**src/bth_pkg.sv**
```systemverilog
// barrier handler package: barrier-type and domain encodings, response codes,
// responder states and the decision on whether this node may answer a barrier.
// assumes a coherent-bus address channel with a 2-bit barrier-type and domain field.
package bth_pkg;

   // domain field encodings
   localparam logic [1:0] DOM_NONSH = 2'h0;
   localparam logic [1:0] DOM_INNER = 2'h1;
   localparam logic [1:0] DOM_OUTER = 2'h2;
   localparam logic [1:0] DOM_SYSTEM = 2'h3;

   // barrier-type field bit positions
   localparam int BAR_IS_BARRIER_BIT = 0;
   localparam int BAR_SYNC_BIT = 1;

   // the only response a barrier may carry
   localparam logic [1:0] RESP_OKAY = 2'h0;

   // outstanding barriers an issuing master may hold at most
   localparam int MAX_OUTSTANDING = 256;
   // counter value after reset
   localparam int CNT_RESET_VAL = 0;

   typedef enum logic [1:0] {ST_IDLE, ST_DRAIN, ST_RESP} bth_state_t;

   // bit 0 set marks a barrier; otherwise bit 1 tells respect or ignore
   function automatic logic bth_is_barrier(input logic [1:0] bar);
      return bar[BAR_IS_BARRIER_BIT];
   endfunction : bth_is_barrier

   // may a node whose boundary reaches 'boundary' answer this barrier itself
   function automatic logic bth_can_answer(input logic [1:0] domain,
                                           input logic sync,
                                           input logic [1:0] boundary,
                                           input logic endpoint_resp);
      if (domain == DOM_SYSTEM) begin
         // system sync needs endpoint responses; memory needs system boundary
         return sync ? endpoint_resp : (boundary == DOM_SYSTEM);
      end
      // non-shareable always passes; inner and outer need their boundary
      return (domain <= boundary); // RULE_12 RULE_13 RULE_14
   endfunction : bth_can_answer

endpackage : bth_pkg

```
**src/bth_bar_if.sv**
```systemverilog
// per-channel carrier between the barrier handler top and its helpers:
// outstanding count events, barrier capture and local response handshake.
// assumes one instance per address channel, all on the system clock.
`timescale 1ns/1ps
`default_nettype none
interface bth_bar_if #(
   parameter int ID_W = 4
);
   logic issue;
   logic retire;
   logic drained;
   logic take;
   logic [ID_W-1:0] take_id;
   logic resp_valid;
   logic resp_ready;
   logic [ID_W-1:0] resp_id;
   logic busy;

   modport top (output issue, output retire, output take, output take_id,
                output resp_ready, input drained, input resp_valid,
                input resp_id, input busy);
   modport cnt (input issue, input retire, output drained);
   modport rsp (input take, input take_id, input resp_ready, input drained,
                output resp_valid, output resp_id, output busy);
endinterface : bth_bar_if
`default_nettype wire

```
**src/bth_outstanding_counter.sv**
```systemverilog
// counts transactions sent downstream on one channel and not yet answered.
// assumes issue and retire are single-cycle handshake strobes.
`timescale 1ns/1ps
`default_nettype none
module bth_outstanding_counter #(
   parameter int CNT_W = 9
) (
   input wire logic clk_sys_in,
   input wire logic arst_n_in,
   bth_bar_if.cnt chan_io
);
   logic [CNT_W-1:0] cnt_q;
   logic [CNT_W-1:0] cnt_d;

   // issue and retire in one cycle cancel out
   assign cnt_d = cnt_q + {{(CNT_W-1){1'b0}}, chan_io.issue}
                        - {{(CNT_W-1){1'b0}}, chan_io.retire};
   assign chan_io.drained = (cnt_q == '0);

   always_ff @(posedge clk_sys_in or negedge arst_n_in) begin
      if (!arst_n_in) begin
         cnt_q <= CNT_W'(bth_pkg::CNT_RESET_VAL);
      end else begin
         cnt_q <= cnt_d;
      end
   end
endmodule : bth_outstanding_counter
`default_nettype wire

```
**src/bth_barrier_responder.sv**
```systemverilog
// holds one locally answered barrier: waits for its channel to drain,
// then offers a response until the master takes it.
// assumes the top blocks its channel while busy is high.
`timescale 1ns/1ps
`default_nettype none
module bth_barrier_responder #(
   parameter int ID_W = 4
) (
   input wire logic clk_sys_in,
   input wire logic arst_n_in,
   bth_bar_if.rsp chan_io
);
   bth_pkg::bth_state_t state_q;
   bth_pkg::bth_state_t state_d;
   logic [ID_W-1:0] id_q;

   assign chan_io.busy = (state_q != bth_pkg::ST_IDLE);
   assign chan_io.resp_valid = (state_q == bth_pkg::ST_RESP); // RULE_02
   assign chan_io.resp_id = id_q; // RULE_06

   // answer only once every earlier transaction has been answered downstream
   always_comb begin
      state_d = state_q;
      case (state_q)
         bth_pkg::ST_IDLE: begin
            if (chan_io.take) state_d = bth_pkg::ST_DRAIN;
         end
         bth_pkg::ST_DRAIN: begin
            if (chan_io.drained) state_d = bth_pkg::ST_RESP; // RULE_16
         end
         bth_pkg::ST_RESP: begin
            if (chan_io.resp_ready) state_d = bth_pkg::ST_IDLE;
         end
         default: state_d = bth_pkg::ST_IDLE;
      endcase
   end

   always_ff @(posedge clk_sys_in or negedge arst_n_in) begin
      if (!arst_n_in) begin
         state_q <= bth_pkg::ST_IDLE;
         id_q <= '0;
      end else begin
         state_q <= state_d;
         if (chan_io.take) id_q <= chan_io.take_id;
      end
   end
endmodule : bth_barrier_responder
`default_nettype wire

```
**src/bth_barrier_handler.sv**
```systemverilog
// barrier handler for one coherent interconnect port: forwards normal
// transactions and barriers it may not answer, answers the rest itself.
// assumes upstream master and downstream slave on the same clock; write data
// bypasses this block since barriers carry none.
// How it works
// RULE_01: the master sends every barrier as a read and write address pair.
// RULE_02: each barrier half gets a response on its own response channel.
// RULE_03: a write barrier has no data beats, only address and response.
// RULE_04: per channel, anything issued before its barrier is pre-barrier.
// RULE_05: post-barrier means issued after both barrier responses arrived.
// RULE_06: response id equals the id of the barrier request.
// RULE_07: barrier responses are okay; read side single beat with last high.
// RULE_08: read data during a barrier response is any value, ignored.
// RULE_09: user sideband on barrier transfers should be all zeros.
// RULE_10: barrier-type field separates barriers, barrier kinds and respect flag.
// RULE_11: normal traffic should respect barriers unless ordering-free streams.
// RULE_12: non-shareable barrier orders only its own stream.
// RULE_13: inner shareable barrier orders against all inner domain masters.
// RULE_14: outer shareable barrier orders against all outer domain masters.
// RULE_15: system barrier orders all; system sync waits for endpoint arrival.
// RULE_16: memory barrier: seeing post-barrier implies seeing all pre-barrier.
// RULE_17: sync barrier completion makes all earlier transfers observable.
// RULE_18: both pair halves carry equal id, type, domain and protection.
// RULE_19: answer memory barrier only at or beyond its boundary.
// RULE_20: answer non-system sync only at boundary, else forward downstream.
// RULE_21: an answering node makes earlier crossings visible to later ones.
`timescale 1ns/1ps
`default_nettype none
module bth_barrier_handler #(
   parameter int ID_W = 4,
   parameter int ADDR_W = 32,
   parameter int DATA_W = 64,
   parameter int USER_W = 4,
   parameter int CNT_W = 9,
   parameter logic [1:0] BOUNDARY_DOMAIN = bth_pkg::DOM_SYSTEM,
   parameter logic ENDPOINT_RESP = 1'b1
) (
   input wire logic clk_sys_in,
   input wire logic arst_n_in,
   // upstream read address
   input wire logic up_arvalid_in,
   output logic up_arready_out,
   input wire logic [ID_W-1:0] up_arid_in,
   input wire logic [ADDR_W-1:0] up_araddr_in,
   input wire logic [1:0] up_arbar_in,
   input wire logic [1:0] up_ardomain_in,
   // upstream read data
   output logic up_rvalid_out,
   input wire logic up_rready_in,
   output logic [ID_W-1:0] up_rid_out,
   output logic [DATA_W-1:0] up_rdata_out,
   output logic [1:0] up_rresp_out,
   output logic up_rlast_out,
   output logic [USER_W-1:0] up_ruser_out,
   // upstream write address
   input wire logic up_awvalid_in,
   output logic up_awready_out,
   input wire logic [ID_W-1:0] up_awid_in,
   input wire logic [ADDR_W-1:0] up_awaddr_in,
   input wire logic [1:0] up_awbar_in,
   input wire logic [1:0] up_awdomain_in,
   // upstream write response
   output logic up_bvalid_out,
   input wire logic up_bready_in,
   output logic [ID_W-1:0] up_bid_out,
   output logic [1:0] up_bresp_out,
   output logic [USER_W-1:0] up_buser_out,
   // downstream read address
   output logic dn_arvalid_out,
   input wire logic dn_arready_in,
   output logic [ID_W-1:0] dn_arid_out,
   output logic [ADDR_W-1:0] dn_araddr_out,
   output logic [1:0] dn_arbar_out,
   output logic [1:0] dn_ardomain_out,
   // downstream read data
   input wire logic dn_rvalid_in,
   output logic dn_rready_out,
   input wire logic [ID_W-1:0] dn_rid_in,
   input wire logic [DATA_W-1:0] dn_rdata_in,
   input wire logic [1:0] dn_rresp_in,
   input wire logic dn_rlast_in,
   input wire logic [USER_W-1:0] dn_ruser_in,
   // downstream write address
   output logic dn_awvalid_out,
   input wire logic dn_awready_in,
   output logic [ID_W-1:0] dn_awid_out,
   output logic [ADDR_W-1:0] dn_awaddr_out,
   output logic [1:0] dn_awbar_out,
   output logic [1:0] dn_awdomain_out,
   // downstream write response
   input wire logic dn_bvalid_in,
   output logic dn_bready_out,
   input wire logic [ID_W-1:0] dn_bid_in,
   input wire logic [1:0] dn_bresp_in,
   input wire logic [USER_W-1:0] dn_buser_in
);
   bth_bar_if #(.ID_W(ID_W)) rd_if ();
   bth_bar_if #(.ID_W(ID_W)) wr_if ();

   logic ar_is_bar;
   logic ar_local;
   logic aw_is_bar;
   logic aw_local;
   logic r_local;
   logic b_local;

   // classify each address request: barrier kind and whether we answer it
   assign ar_is_bar = bth_pkg::bth_is_barrier(up_arbar_in); // RULE_10
   assign aw_is_bar = bth_pkg::bth_is_barrier(up_awbar_in); // RULE_10
   assign ar_local = ar_is_bar && bth_pkg::bth_can_answer(up_ardomain_in, // RULE_19
      up_arbar_in[bth_pkg::BAR_SYNC_BIT], BOUNDARY_DOMAIN, ENDPOINT_RESP); // RULE_20
   assign aw_local = aw_is_bar && bth_pkg::bth_can_answer(up_awdomain_in, // RULE_19
      up_awbar_in[bth_pkg::BAR_SYNC_BIT], BOUNDARY_DOMAIN, ENDPOINT_RESP); // RULE_20

   // read address: hold the channel while a local barrier drains, so nothing
   // issued after it can overtake what went before it on this channel
   assign dn_arvalid_out = up_arvalid_in && !ar_local && !rd_if.busy; // RULE_04
   assign up_arready_out = !rd_if.busy && (ar_local || dn_arready_in); // RULE_21
   assign dn_arid_out = up_arid_in;
   assign dn_araddr_out = up_araddr_in;
   assign dn_arbar_out = up_arbar_in; // RULE_20
   assign dn_ardomain_out = up_ardomain_in;
   assign rd_if.take = up_arvalid_in && ar_local && !rd_if.busy;
   assign rd_if.take_id = up_arid_in;
   assign rd_if.issue = dn_arvalid_out && dn_arready_in;
   assign rd_if.retire = dn_rvalid_in && dn_rready_out && dn_rlast_in;

   // write address: same scheme; barrier writes send no data beats
   assign dn_awvalid_out = up_awvalid_in && !aw_local && !wr_if.busy; // RULE_04
   assign up_awready_out = !wr_if.busy && (aw_local || dn_awready_in); // RULE_21
   assign dn_awid_out = up_awid_in;
   assign dn_awaddr_out = up_awaddr_in;
   assign dn_awbar_out = up_awbar_in; // RULE_20
   assign dn_awdomain_out = up_awdomain_in;
   assign wr_if.take = up_awvalid_in && aw_local && !wr_if.busy; // RULE_03
   assign wr_if.take_id = up_awid_in;
   assign wr_if.issue = dn_awvalid_out && dn_awready_in;
   assign wr_if.retire = dn_bvalid_in && dn_bready_out;

   // read response: local answer only when the channel is empty, so the
   // downstream path is idle and no arbitration is needed
   assign r_local = rd_if.resp_valid;
   assign rd_if.resp_ready = up_rready_in;
   assign up_rvalid_out = r_local || dn_rvalid_in; // RULE_02
   assign dn_rready_out = up_rready_in && !r_local; // RULE_05
   assign up_rid_out = r_local ? rd_if.resp_id : dn_rid_in; // RULE_06
   assign up_rdata_out = r_local ? '0 : dn_rdata_in; // RULE_08
   assign up_rresp_out = r_local ? bth_pkg::RESP_OKAY : dn_rresp_in; // RULE_07
   assign up_rlast_out = r_local || dn_rlast_in; // RULE_07
   assign up_ruser_out = r_local ? '0 : dn_ruser_in; // RULE_09

   // write response: one beat, okay, zero user sideband when answered here
   assign b_local = wr_if.resp_valid;
   assign wr_if.resp_ready = up_bready_in;
   assign up_bvalid_out = b_local || dn_bvalid_in; // RULE_02
   assign dn_bready_out = up_bready_in && !b_local; // RULE_05
   assign up_bid_out = b_local ? wr_if.resp_id : dn_bid_in; // RULE_06
   assign up_bresp_out = b_local ? bth_pkg::RESP_OKAY : dn_bresp_in; // RULE_07
   assign up_buser_out = b_local ? '0 : dn_buser_in; // RULE_09

   // per-channel outstanding counters; a barrier waits for zero, which also
   // covers system sync since answers come back from the endpoints
   bth_outstanding_counter #(.CNT_W(CNT_W)) u_rd_cnt (
      .clk_sys_in(clk_sys_in),
      .arst_n_in(arst_n_in),
      .chan_io(rd_if.cnt)
   ); // RULE_15
   bth_outstanding_counter #(.CNT_W(CNT_W)) u_wr_cnt (
      .clk_sys_in(clk_sys_in),
      .arst_n_in(arst_n_in),
      .chan_io(wr_if.cnt)
   ); // RULE_15

   bth_barrier_responder #(.ID_W(ID_W)) u_rd_rsp (
      .clk_sys_in(clk_sys_in),
      .arst_n_in(arst_n_in),
      .chan_io(rd_if.rsp)
   );
   bth_barrier_responder #(.ID_W(ID_W)) u_wr_rsp (
      .clk_sys_in(clk_sys_in),
      .arst_n_in(arst_n_in),
      .chan_io(wr_if.rsp)
   );

   // checking only: id of the last locally taken barrier per channel
   logic [ID_W-1:0] chk_ar_id_q;
   logic [ID_W-1:0] chk_aw_id_q;
   always_ff @(posedge clk_sys_in or negedge arst_n_in) begin
      if (!arst_n_in) begin
         chk_ar_id_q <= '0;
         chk_aw_id_q <= '0;
      end else begin
         if (up_arvalid_in && up_arready_out && ar_local) chk_ar_id_q <= up_arid_in;
         if (up_awvalid_in && up_awready_out && aw_local) chk_aw_id_q <= up_awid_in;
      end
   end
endmodule : bth_barrier_handler
`default_nettype wire

```
**config.mk**
```make
export PLATFORM = sky130hd
export DESIGN_NAME = bth_barrier_handler
export DESIGN_NICKNAME = d
export VERILOG_FILES = /design/src/bth_pkg.sv /design/src/bth_bar_if.sv /design/src/bth_outstanding_counter.sv /design/src/bth_barrier_responder.sv /design/src/bth_barrier_handler.sv
export SDC_FILE = /design/constraint.sdc
export NUM_CORES = 1
export LEC_CHECK = 0
export BUFFER_PORTS_ARGS = -buffer_cell sky130_fd_sc_hd__clkbuf_2
export CORE_AREA = 10 10 128 130
export CTS_CLUSTER_SIZE = 30
export DETAILED_ROUTE_END_ITERATION = 12
export DIE_AREA = 0 0 138 140
export SLEW_MARGIN = 10
export SYNTH_ARGS = -nofsm -noshare
export SYNTH_HDL_FRONTEND = slang
export SYNTH_SLANG_ARGS = --single-unit
```
**constraint.sdc**
```tcl
create_clock -name clk_sys_in -period 3.15 [get_ports clk_sys_in]
set_input_delay 0.4725 -clock clk_sys_in [delete_from_list [all_inputs] [get_ports clk_sys_in]]
set_output_delay 0.4725 -clock clk_sys_in [all_outputs]
set_load 0.02 [all_outputs]
```
==> metrics.cfg, run 1 <==
[sta]
slew_headroom=0.4465
rsz0062_at_grt=false
hold_viol=0
fin_tns_setup_ns=0
final-setup-viol-count=0
fmax_mhz=347.3
setup_slack_ns=0.2708
fin_hold_ws_ns=0.2849
final.period_utilization=0.9140
fin_skew_ns=0.004274
worst_pin_slew_ns=0.8302
fin_crit_ns=2.879
drv_slew=0

[worst_setup_path]
end_kind=flop
crit_required_ns=3.30
worstPathArrival_ns=3.03
cpMaxStageDelayCell=dfrtp_1
cp_top_family=adder cells
critPathKind=flop to flop
cp_max_fo=5
path_cells=nand2b_2 > and2_1 > and3_1 > ha_1 > inv_1 > ha_1 > inv_1 > fa_1 > nand2b_1 > a211oi_1 > mux2i_1 > o211ai_1
path_buf_inv=2
slowest_delay_ns=0.41
start_kind=flop

[power]
clockPowerShare=0.157
net-switching-power_mw=1.377
swShare=0.4352
seqPwrFrac=0.226
p_leak_nw=2.114
p_int_mw=1.788
p_comb_frac=0.617
irDropWorstVdd_mv=0.3076
power_density_nw_per_um2=792.6

[cts]
clock_latency_ns=0.28
clock-root-buffer=clkbuf_16
cts_max_path_buffers=2
cts_buffers=5
tritoncts=done
cts_hold_buf=0
cts_sinks=30
clkTransAtPathRegs_ns=0.06
postCtsSetupBuffers=0
ctsResizeCount=0
h-tree-depth=2

[global_route]
grt_pass1_wl_mm=21.85
grt_pass1_vias=3110
grt_start_max_net_pins=78
grt_overflow=0
antenna_found_initial=1
globalRouteTotalUtil=0.1499

[floorplanning]
die_x_um=138
dieHeight_um=140
start_util=0.2326
design.die.area_um2=19320
core_um2=13770
fp-row-count=43
ios=348

[synth]
netlist_instances=371
avgSynthCellArea_um2=8.637
synth_common_cells=buf_4 (80), and2_1 (79), dfrtp_1 (30)
synth_top_area_frac=0.2343
synth.distinct_cells=49
synth-edff-count=0
yosys_warnings=0
yosysTopAreaCell=dfrtp_1
ys_ff_latch=30
syn_nets=572
synth_area_leaders=dfrtp_1 (23%), buf_4 (19%), and2_1 (15%), ha_1 (9.4%), mux2_2 (5.6%)
syn-cell-area_um2=3204
async_flop_share=1.000
yosysMostFrequentCell=buf_4
ys.flop_type=dfrtp_1
yosysSeqAreaShare=0.2343

[placed_design]
place_inst=670
dp_hpwl_mm=13.75
port_buffers=207
gp_congestion=0.7974
dpl_worst_slack_ns=0.3049

[cells_and_area]
antenna_cells=0
seq_area_um2=750.7
n_fill_cell=1539
drive_gt1_frac=0.4859
area_growth_pct=24.64
multi_input_area_um2=1722
stdcell_count=678
nets=698

[routing]
drt-initial-drc-count=82
vias=2930
wl_per_cell_um=22.76
routed_via_density=4.322
drc=0
wirelength_mm=15.43
dr.pass1.iters=4
ant_nets=0

[status]
status=complete, no violations

[run]
maxCapViolCount=0

[worst_hold_path]
hp-class=input port to async pin

[cells in the final DEF (no fill, tap or decap), drive strengths merged, types with 4 or more instances in the layout]
| cell type | synthesis | layout |
|---|---|---|
| a21oi | 9 | 9 |
| nand2 | 6 | 6 |
| nor3b | 4 | 4 |
| and2 | 79 | 79 |
| nor4b | 4 | 4 |
| nor2 | 13 | 13 |
| ha | 24 | 24 |
| mux2 | 16 | 16 |
| clkbuf | 8 | 213 |
| nor3 | 6 | 6 |
| nand2b | 8 | 8 |
| nor2b | 5 | 5 |
| inv | 25 | 25 |
| xnor2 | 4 | 4 |
| dfrtp | 30 | 30 |
| xor2 | 5 | 5 |
[power by group through the flow]
stage                     Combinational, mW  Sequential, mW  Clock, mW
final                                  1.95           0.716      0.497
after global routing                   2.21           0.746      0.536
after CTS                              1.97           0.718      0.522
after detailed placement               1.96           0.724          0
after global placement                 1.93           0.724          0
after floorplan                        1.64           0.688          0
[path summary, 6_finish.rpt]
path | start | slack [ns] | endpoint | cells past startpoint
max in group asynchronous | arst_n_in | 2.34 | u_rd_cnt.cnt_q[4] | 1
setup reg to reg | u_rd_rsp.state_q[0] | 0.27 | u_rd_cnt.cnt_q[6] | 12
min in group clk_sys_in | up_rready_in | 0.39 | u_rd_rsp.state_q[1] | 2
hold / removal | arst_n_in | 0.28 | u_wr_rsp.state_q[0] | 1
setup / recovery | u_rd_rsp.state_q[0] | 0.27 | u_rd_cnt.cnt_q[6] | 12
hold reg to reg | u_rd_rsp.chan_io.resp_id[2] | 0.50 | u_rd_rsp.chan_io.resp_id[2] | 1
[per-stage QoR]
step | power [mW] | area (µm²) | utilization
2_1_floorplan | 2.329 | 3204 | -
3_3_place_gp | 2.656 | 3842 | 0.2790
3_5_place_dp | 2.687 | 3842 | 0.2790
4_1_cts | 3.213 | 3994 | 0.2900
5_1_grt | 3.486 | 3994 | 0.2900
6_report | 3.165 | 3994 | 0.2900
[flip-flops by register name (all words and copies together) (netlist names)]
register / flops
u_wr_rsp.state_q: 2
u_wr_cnt.cnt_q: 9
u_rd_cnt.cnt_q: 9
u_rd_rsp.chan_io.resp_id: 4
u_rd_rsp.state_q: 2
u_wr_rsp.chan_io.resp_id: 4
[cell type report]
class	instances	area share
multi-input combinational	226	0.4311
timing repair buffer	209	0.2632
sequential	30	0.1880
tap	180	0.05639
clock buffer	6	0.03477
inverter	25	0.02350
clock inverter	2	0.003133
[per-layer routing]
metal  track usage  part of all wire  wire length [µm]
met5             0            0.0011                17
met1        0.1607              0.37              5758
met4       0.03663             0.017               257
met2        0.2508              0.48              7395
met3       0.08418              0.13              2000
[logic make-up after synthesis]
| family | after synthesis | synth area share |
|---|---|---|
| AOI/OAI and AO/OA | 31 | 0.06834 |
| xor gates and xnor gates | 9 | 0.02460 |
| adders and majority gates | 26 | 0.1062 |
| buffers and inverters | 115 | 0.2292 |
| DFF | 30 | 0.2343 |
| muxes | 17 | 0.05935 |
| and+or+nand+nor | 143 | 0.2780 |
No activity file was read; power rests on OpenSTA's default activity.
==> run 2: changes to the inputs <==
CORE_AREA = 2 2 135 137   (was 10 10 128 130)
DIE_AREA = 0 0 137 139   (was 0 0 138 140)
PLACE_DENSITY = 0.48   (was default)
SYNTH_HIERARCHICAL = 1   (was default)
==> run 2 against run 1 <==
Net effect: cell area increased by 1.3%; cell count increased by 5.5%; synthesized area is 0.39% higher; first-iteration DRC count decreased by 26%; critical endpoint is now u_rd_cnt/cnt_q[6]; worst setup slack better by 0.098 ns; largest power group unchanged.
==> metrics.cfg, run 2 <==
[synth]
ys.flop_type=dfrtp_1  ; unchanged
synthXorXnorAreaFrac=0.03812  ; was 0.02460
async_flop_share=1.000  ; unchanged
synth_area_leaders=dfrtp_1 (23%), buf_4 (19%), nor2b_1 (16%), ha_1 (9.3%), mux2_2 (5.6%)  ; was dfrtp_1 (23%), buf_4 (19%), and2_1 (15%), ha_1 (9.4%), mux2_2 (5.6%)
synth_simple_gate_area_frac=0.2489  ; was 0.2780
netlist_instances=358  ; was 371
yosysSeqAreaShare=0.2334  ; was 0.2343
synth-edff-count=0  ; unchanged
ys_ff_latch=30  ; unchanged
synth_compound_area_frac=0.08285  ; was 0.06833
synth_mux_area_frac=0.05601  ; was 0.05935
synth_fa_ha_area_frac=0.1058  ; was 0.1062
syn_nets=559  ; was 572
yosysMostFrequentCell=nor2b_1  ; was buf_4
avgSynthCellArea_um2=8.986  ; was 8.637 µm²
synth_top_family_by_area=simple AND/OR/NAND/NOR gates  ; unchanged
synth.distinct_cells=42  ; was 49
syn-cell-area_um2=3217  ; was 3204 µm²
synth_common_cells=nor2b_1 (81), buf_4 (80), dfrtp_1 (30)  ; was buf_4 (80), and2_1 (79), dfrtp_1 (30)
yosys_warnings=6  ; was 0
yosysTopAreaCell=dfrtp_1  ; unchanged
synth_top_area_frac=0.2334  ; was 0.2343

[routing]
drt-initial-drc-count=61  ; was 82
drc=0  ; unchanged
wl_met2_mm=4.595  ; was 7.395 mm
met3_length_um=933  ; was 2.000 mm
ant_nets=0  ; unchanged
vias=2759  ; was 2930
wl_met1_mm=4.890  ; was 5.758 mm
dr.max_layer_used=met4  ; was met5
wl_per_cell_um=14.82  ; was 22.76 µm
wirelength_mm=10.59  ; was 15.43 mm
dr.pass1.iters=4  ; unchanged
routed_via_density=3.859  ; was 4.322

[global_route]
grt_start_max_net_pins=78  ; unchanged
globalRouteTotalUtil=0.1045  ; was 0.1499
grt_overflow=0  ; unchanged
grt_pass1_vias=2785  ; was 3110
grt_pass1_wl_mm=15.22  ; was 21.85 mm
antenna_found_initial=0  ; was 1

[cts]
tritoncts=done  ; unchanged
cts_max_path_buffers=2  ; unchanged
cts_buffers=5  ; unchanged
cts_hold_buf=0  ; unchanged
postCtsSetupBuffers=0  ; unchanged
clkTransAtPathRegs_ns=0.05  ; was 0.06 ns
cts_sinks=30  ; unchanged
clock-root-buffer=clkbuf_16  ; unchanged
ctsResizeCount=0  ; unchanged
h-tree-depth=2  ; unchanged
clock_latency_ns=0.28  ; about the same

[sta]
fin_crit_ns=2.782  ; was 2.879 ns
rsz0062_at_grt=false  ; unchanged
final-setup-viol-count=0  ; unchanged
worst_pin_slew_ns=0.8176  ; was 0.8302 ns
fmax_mhz=359.5  ; was 347.3 MHz
fin_tns_setup_ns=0  ; unchanged
fin_skew_ns=0.004563  ; was 0.004274 ns
final.period_utilization=0.8831  ; was 0.9140
slew_headroom=0.4549  ; was 0.4465
drv_slew=0  ; unchanged
hold_viol=0  ; unchanged

[cells_and_area]
n_fill_cell=1960  ; was 1539
drive_gt1_frac=0.5103  ; was 0.4859
final_common_cell=clkbuf_2  ; unchanged
top_regs=u_rd_cnt/cnt_q: 9 flops, u_wr_cnt/cnt_q: 9 flops  ; was u_rd_cnt.cnt_q: 9 flops, u_wr_cnt.cnt_q: 9 flops
multi_input_area_um2=1710  ; was 1722 µm²
antenna_cells=0  ; unchanged
layout_common_cells=clkbuf_2 (207), nor2b_1 (81), dfrtp_1 (30)  ; was clkbuf_2 (207), and2_1 (79), dfrtp_1 (30)
area_growth_pct=25.83  ; was 24.64%
nets=686  ; was 698
seq_area_um2=750.7  ; unchanged

[worst_setup_path]
cp_max_fo=5  ; unchanged
end_kind=flop  ; unchanged
reg2reg_to=u_rd_cnt/cnt_q[6]  ; was u_rd_cnt.cnt_q[6]
r2r-start=u_rd_rsp/state_q[0]  ; was u_rd_rsp.state_q[0]
crit_required_ns=3.35  ; was 3.30 ns
worstPathArrival_ns=2.98  ; was 3.03 ns
start_kind=flop  ; unchanged
r2r_slack_ns=0.37  ; was 0.27 ns
ff2ff_path_depth=11  ; was 12
critPathKind=flop to flop  ; unchanged

[power]
total_power_mw=3.089  ; was 3.165 mW
irDropWorstVdd_mv=0.2968  ; was 0.3076 mV
power_density_nw_per_um2=763.2  ; was 792.6 nW/µm²
p_leak_nw=2.175  ; was 2.114 nW

[floorplanning]
core_um2=17660  ; was 13770 µm²
dieHeight_um=139  ; was 140 µm
fp-row-count=49  ; was 43
design.die.area_um2=19040  ; was 19320 µm²
die_x_um=137  ; was 138 µm
ios=348  ; unchanged
start_util=0.1822  ; was 0.2326

[worst_hold_path]
hp-class=input port to async pin  ; unchanged

[status]
status=complete, no violations  ; unchanged

[run]
maxCapViolCount=0  ; unchanged

[placed_design]
dp_hpwl_mm=9.042  ; was 13.75 mm
gp_congestion=0.8210  ; was 0.7974
port_buffers=207  ; unchanged

-- run 2: changes by cell type after synthesis, sizes merged, moves of 4 or more --
cell / change
clkbuf: -8
or2: +4
nor2b: +77
nand2b: -4
nor3: -4
and2: -79
xor2: +4
nor4b: -4
nor2: -10
a211oi: +4
buf: +7
-- run 2: critical path: stages, from the launching register on --
cell      delay (ns)
dfrtp_1         0.41
nand2b_1        0.18
inv_2           0.06
and4b_1         0.19
ha_1            0.27
inv_1           0.04
ha_1            0.21
fa_1            0.41
and3b_1         0.19
or3_4           0.38
a211oi_2        0.22
xnor2_1         0.14
-- run 2: power by group --
| part | leakage [nW] | total (mW) | switching, mW | internal (mW) |
|---|---|---|---|---|
| clock | 0.0729 | 0.490 | 0.177 | 0.312 |
| sequential | 0.352 | 0.707 | 0.107 | 0.600 |
| combinational | 1.75 | 1.89 | 1.00 | 0.889 |
-- run 2: worst max path at each step --
stage,from,endpoint,depth (start not counted)
floorplan,u_rd_rsp/state_q[0],u_rd_cnt/cnt_q[6],12
global placement,u_rd_rsp/state_q[0],u_rd_cnt/cnt_q[6],11
detailed placement,u_rd_rsp/state_q[0],u_rd_cnt/cnt_q[6],11
CTS,u_rd_rsp/state_q[0],u_rd_cnt/cnt_q[6],11
global route,u_rd_rsp/state_q[0],u_rd_cnt/cnt_q[6],11
finish,u_rd_rsp/state_q[0],u_rd_cnt/cnt_q[6],11
-- run 2: cell families (layout without fill, tap and decap cells) --
logic type                 count (synthesis)  in the layout
adders and majority gates                 26             26
AOI/OAI and AO/OA                         34             34
DFF                                       30             30
and+or+nand+nor                          123            123
muxes                                     16             16
buffers and inverters                    115            243
xor gates and xnor gates                  14             14
-- run 2: stage by stage --
stage / setup slack, ns / cells / cell area (µm²) / hold WS (ns) / utilization
after floorplan: 0.3225 / 358 / 3217 / 0.1769 / -
after global placement: 0.4314 / 707 / 3896 / 0.4527 / 0.2207
after detailed placement: 0.3979 / 707 / 3896 / 0.4605 / 0.2207
after CTS: 0.3724 / 715 / 4048 / 0.3195 / 0.2292
after global routing: 0.2108 / 715 / 4048 / 0.3537 / 0.2292
final: 0.3683 / 715 / 4048 / 0.2798 / 0.2292
-- run 2: final cells by class --
| cell class | instances | area share |
|---|---|---|
| inverter | 26 | 0.02411 |
| timing repair buffer | 209 | 0.2597 |
| clock buffer | 6 | 0.03431 |
| sequential | 30 | 0.1855 |
| clock inverter | 2 | 0.003091 |
| tap | 229 | 0.07079 |
| multi-input combinational | 213 | 0.4226 |
-- run 2: per-layer routing --
layer  GRT usage  up-vias
li1            -     1339
met1      0.1385     1251
met2      0.1678      147
met3     0.02961       22
met4     0.02333        0
met5           0        -
==> run 3: changes to the inputs <==
BUFFER_PORTS_ARGS = default   (was -buffer_cell sky130_fd_sc_hd__clkbuf_2)
CTS_CLUSTER_SIZE = 16   (was 30)
DONT_BUFFER_PORTS = 1   (was default)
PLACE_DENSITY = 0.31   (was 0.48)
==> run 3 against run 2 <==
Net effect: core utilization down 5.4 points; via count down 23%; wire length up 14%; clock power down 6.1%; global-route usage up 1.6 points; non-clock buffer count down 197; worst setup slack better by 0.024 ns; register-to-register slack better by 0.02 ns; critical path depth unchanged; hold slack worse by 0.25 ns; critical path type unchanged; critical endpoint unchanged; highest routed layer is now met5.
==> metrics.cfg, run 3 (synthesis gave the netlist of run 2 again) <==
[routing]
wl_per_cell_um=23.22  ; was 14.82 µm
ant_nets=0  ; unchanged
wirelength_mm=12.07  ; was 10.59 mm
routed_via_density=4.073  ; was 3.859
vias=2118  ; was 2759
dr.pass1.iters=5  ; was 4
drc=0  ; unchanged
drt-initial-drc-count=36  ; was 61

[floorplanning]
design.die.area_um2=19040  ; unchanged
ios=348  ; unchanged
die_x_um=137  ; unchanged
dieHeight_um=139  ; unchanged
start_util=0.1822  ; unchanged
fp-row-count=49  ; unchanged
core_um2=17660  ; unchanged

[cts]
h-tree-depth=2  ; unchanged
clkTransAtPathRegs_ns=0.05  ; about the same
clock_latency_ns=0.28  ; about the same
cts_sinks=30  ; unchanged
cts_buffers=5  ; unchanged
tritoncts=done  ; unchanged
clock-root-buffer=clkbuf_16  ; unchanged
ctsResizeCount=0  ; unchanged
cts_max_path_buffers=2  ; unchanged

[worst_setup_path]
critPathKind=flop to flop  ; unchanged
end_kind=flop  ; unchanged
crit_required_ns=3.35  ; about the same
start_kind=flop  ; unchanged
worstPathArrival_ns=2.96  ; was 2.98 ns
cp_max_fo=5  ; unchanged

[cells_and_area]
nets=489  ; was 686
layout_common_cells=nor2b_1 (81), dfrtp_1 (30), inv_1 (25)  ; was clkbuf_2 (207), nor2b_1 (81), dfrtp_1 (30)
area_growth_pct=-3.929  ; was 25.83%
fin_util=0.1750  ; was 0.2292
n_fill_cell=1980  ; was 1960
top_regs=u_rd_cnt/cnt_q: 9 flops, u_wr_cnt/cnt_q: 9 flops  ; unchanged
drive_gt1_frac=0.1736  ; was 0.5103
final_common_cell=nor2b_1  ; was clkbuf_2

[sta]
final.period_utilization=0.8756  ; was 0.8831
worst_pin_slew_ns=0.8886  ; was 0.8176 ns
hold_viol=0  ; unchanged
setup_slack_ns=0.3918  ; was 0.3683 ns
final-setup-viol-count=0  ; unchanged
fin_skew_ns=0.004328  ; was 0.004563 ns
slew_headroom=0.4064  ; was 0.4549
fmax_mhz=362.6  ; was 359.5 MHz
fin_crit_ns=2.758  ; was 2.782 ns
rsz0062_at_grt=false  ; unchanged
fin_tns_setup_ns=0  ; unchanged
fin_hold_ws_ns=0.02538  ; was 0.2798 ns
drv_slew=0  ; unchanged

[placed_design]
gp_congestion=0.7516  ; was 0.8210
dp_hpwl_mm=10.46  ; was 9.042 mm
dpl_worst_slack_ns=0.3983  ; was 0.3979 ns
port_buffers=0  ; was 207

[power]
p_leak_nw=1.363  ; was 2.175 nW
total_power_mw=2.951  ; was 3.089 mW
irDropWorstVdd_mv=0.4356  ; was 0.2968 mV
power_density_nw_per_um2=954.9  ; was 763.2 nW/µm²

[run]
maxCapViolCount=0  ; unchanged

[global_route]
globalRouteTotalUtil=0.1209  ; was 0.1045
grt_pass1_vias=2205  ; was 2785
grt_start_max_net_pins=78  ; unchanged
antenna_found_initial=5  ; was 0
grt_pass1_wl_mm=15.93  ; was 15.22 mm
grt_overflow=0  ; unchanged

[status]
status=complete, no violations  ; unchanged

[worst_hold_path]
hp-class=input port to async pin  ; unchanged

run 3: repair_timing:
item	in CTS	in global routing
hold endpoints to repair	30	0
buffers inserted	0	0
hold buffers	1	0
run 3: final cells by class:
type | instances | area (µm²) | area share
inverters | 26 | 97.59 | 0.03158
diodes | 3 | 7.507 | 0.002429
repair buffers | 12 | 102.6 | 0.03320
flip-flops and latches | 30 | 750.7 | 0.2429
clock inverters | 2 | 10.01 | 0.003239
well taps | 229 | 286.5 | 0.09271
clock buffers | 5 | 125.1 | 0.04049
multi-input cells | 213 | 1710 | 0.5534
run 3: through the flow:
step	instances	area, µm²
floorplan	358	3217
global placement	509	2928
detailed placement	509	2928
CTS	517	3083
global route	518	3085
finish	520	3090
run 3: critical path: stages, from the launching register on:
cell      delay (ns)
dfrtp_1         0.41
nand2b_1        0.18
inv_2           0.06
and4b_1         0.19
ha_1            0.27
inv_1           0.04
ha_1            0.21
fa_1            0.40
and3b_1         0.20
or3_4           0.38
a211oi_2        0.21
xnor2_1         0.13
run 3: routing by layer:
metal	global-route usage	share of wire	vias to the layer above
met5	0	0.0011	-
met4	0.03310	0.019	2
met3	0.1422	0.25	44
met2	0.1804	0.43	165
met1	0.1035	0.30	964
li1	-	-	943
run 3: final timing paths:
kind / slack [ns] / endpoint / cells past startpoint / startpoint
max: 0.39 / u_rd_cnt/cnt_q[6] / 11 / u_rd_rsp/state_q[0]
min: 0.03 / u_wr_cnt/cnt_q[7] / 1 / arst_n_in
max reg2reg: 0.39 / u_rd_cnt/cnt_q[6] / 11 / u_rd_rsp/state_q[0]
min reg2reg: 0.46 / u_rd_rsp/state_q[0] / 1 / u_rd_rsp/state_q[1]
max in group asynchronous: 2.94 / u_rd_rsp/chan_io.resp_id[2] / 1 / arst_n_in
min in group clk_sys_in: 0.31 / u_wr_rsp/state_q[1] / 1 / up_bready_in
run 3: power breakdown:
group	switching [mW]	internal (mW)	total (mW)
sequential	0.112	0.600	0.712
combinational	0.974	0.804	1.78
clock	0.175	0.285	0.460
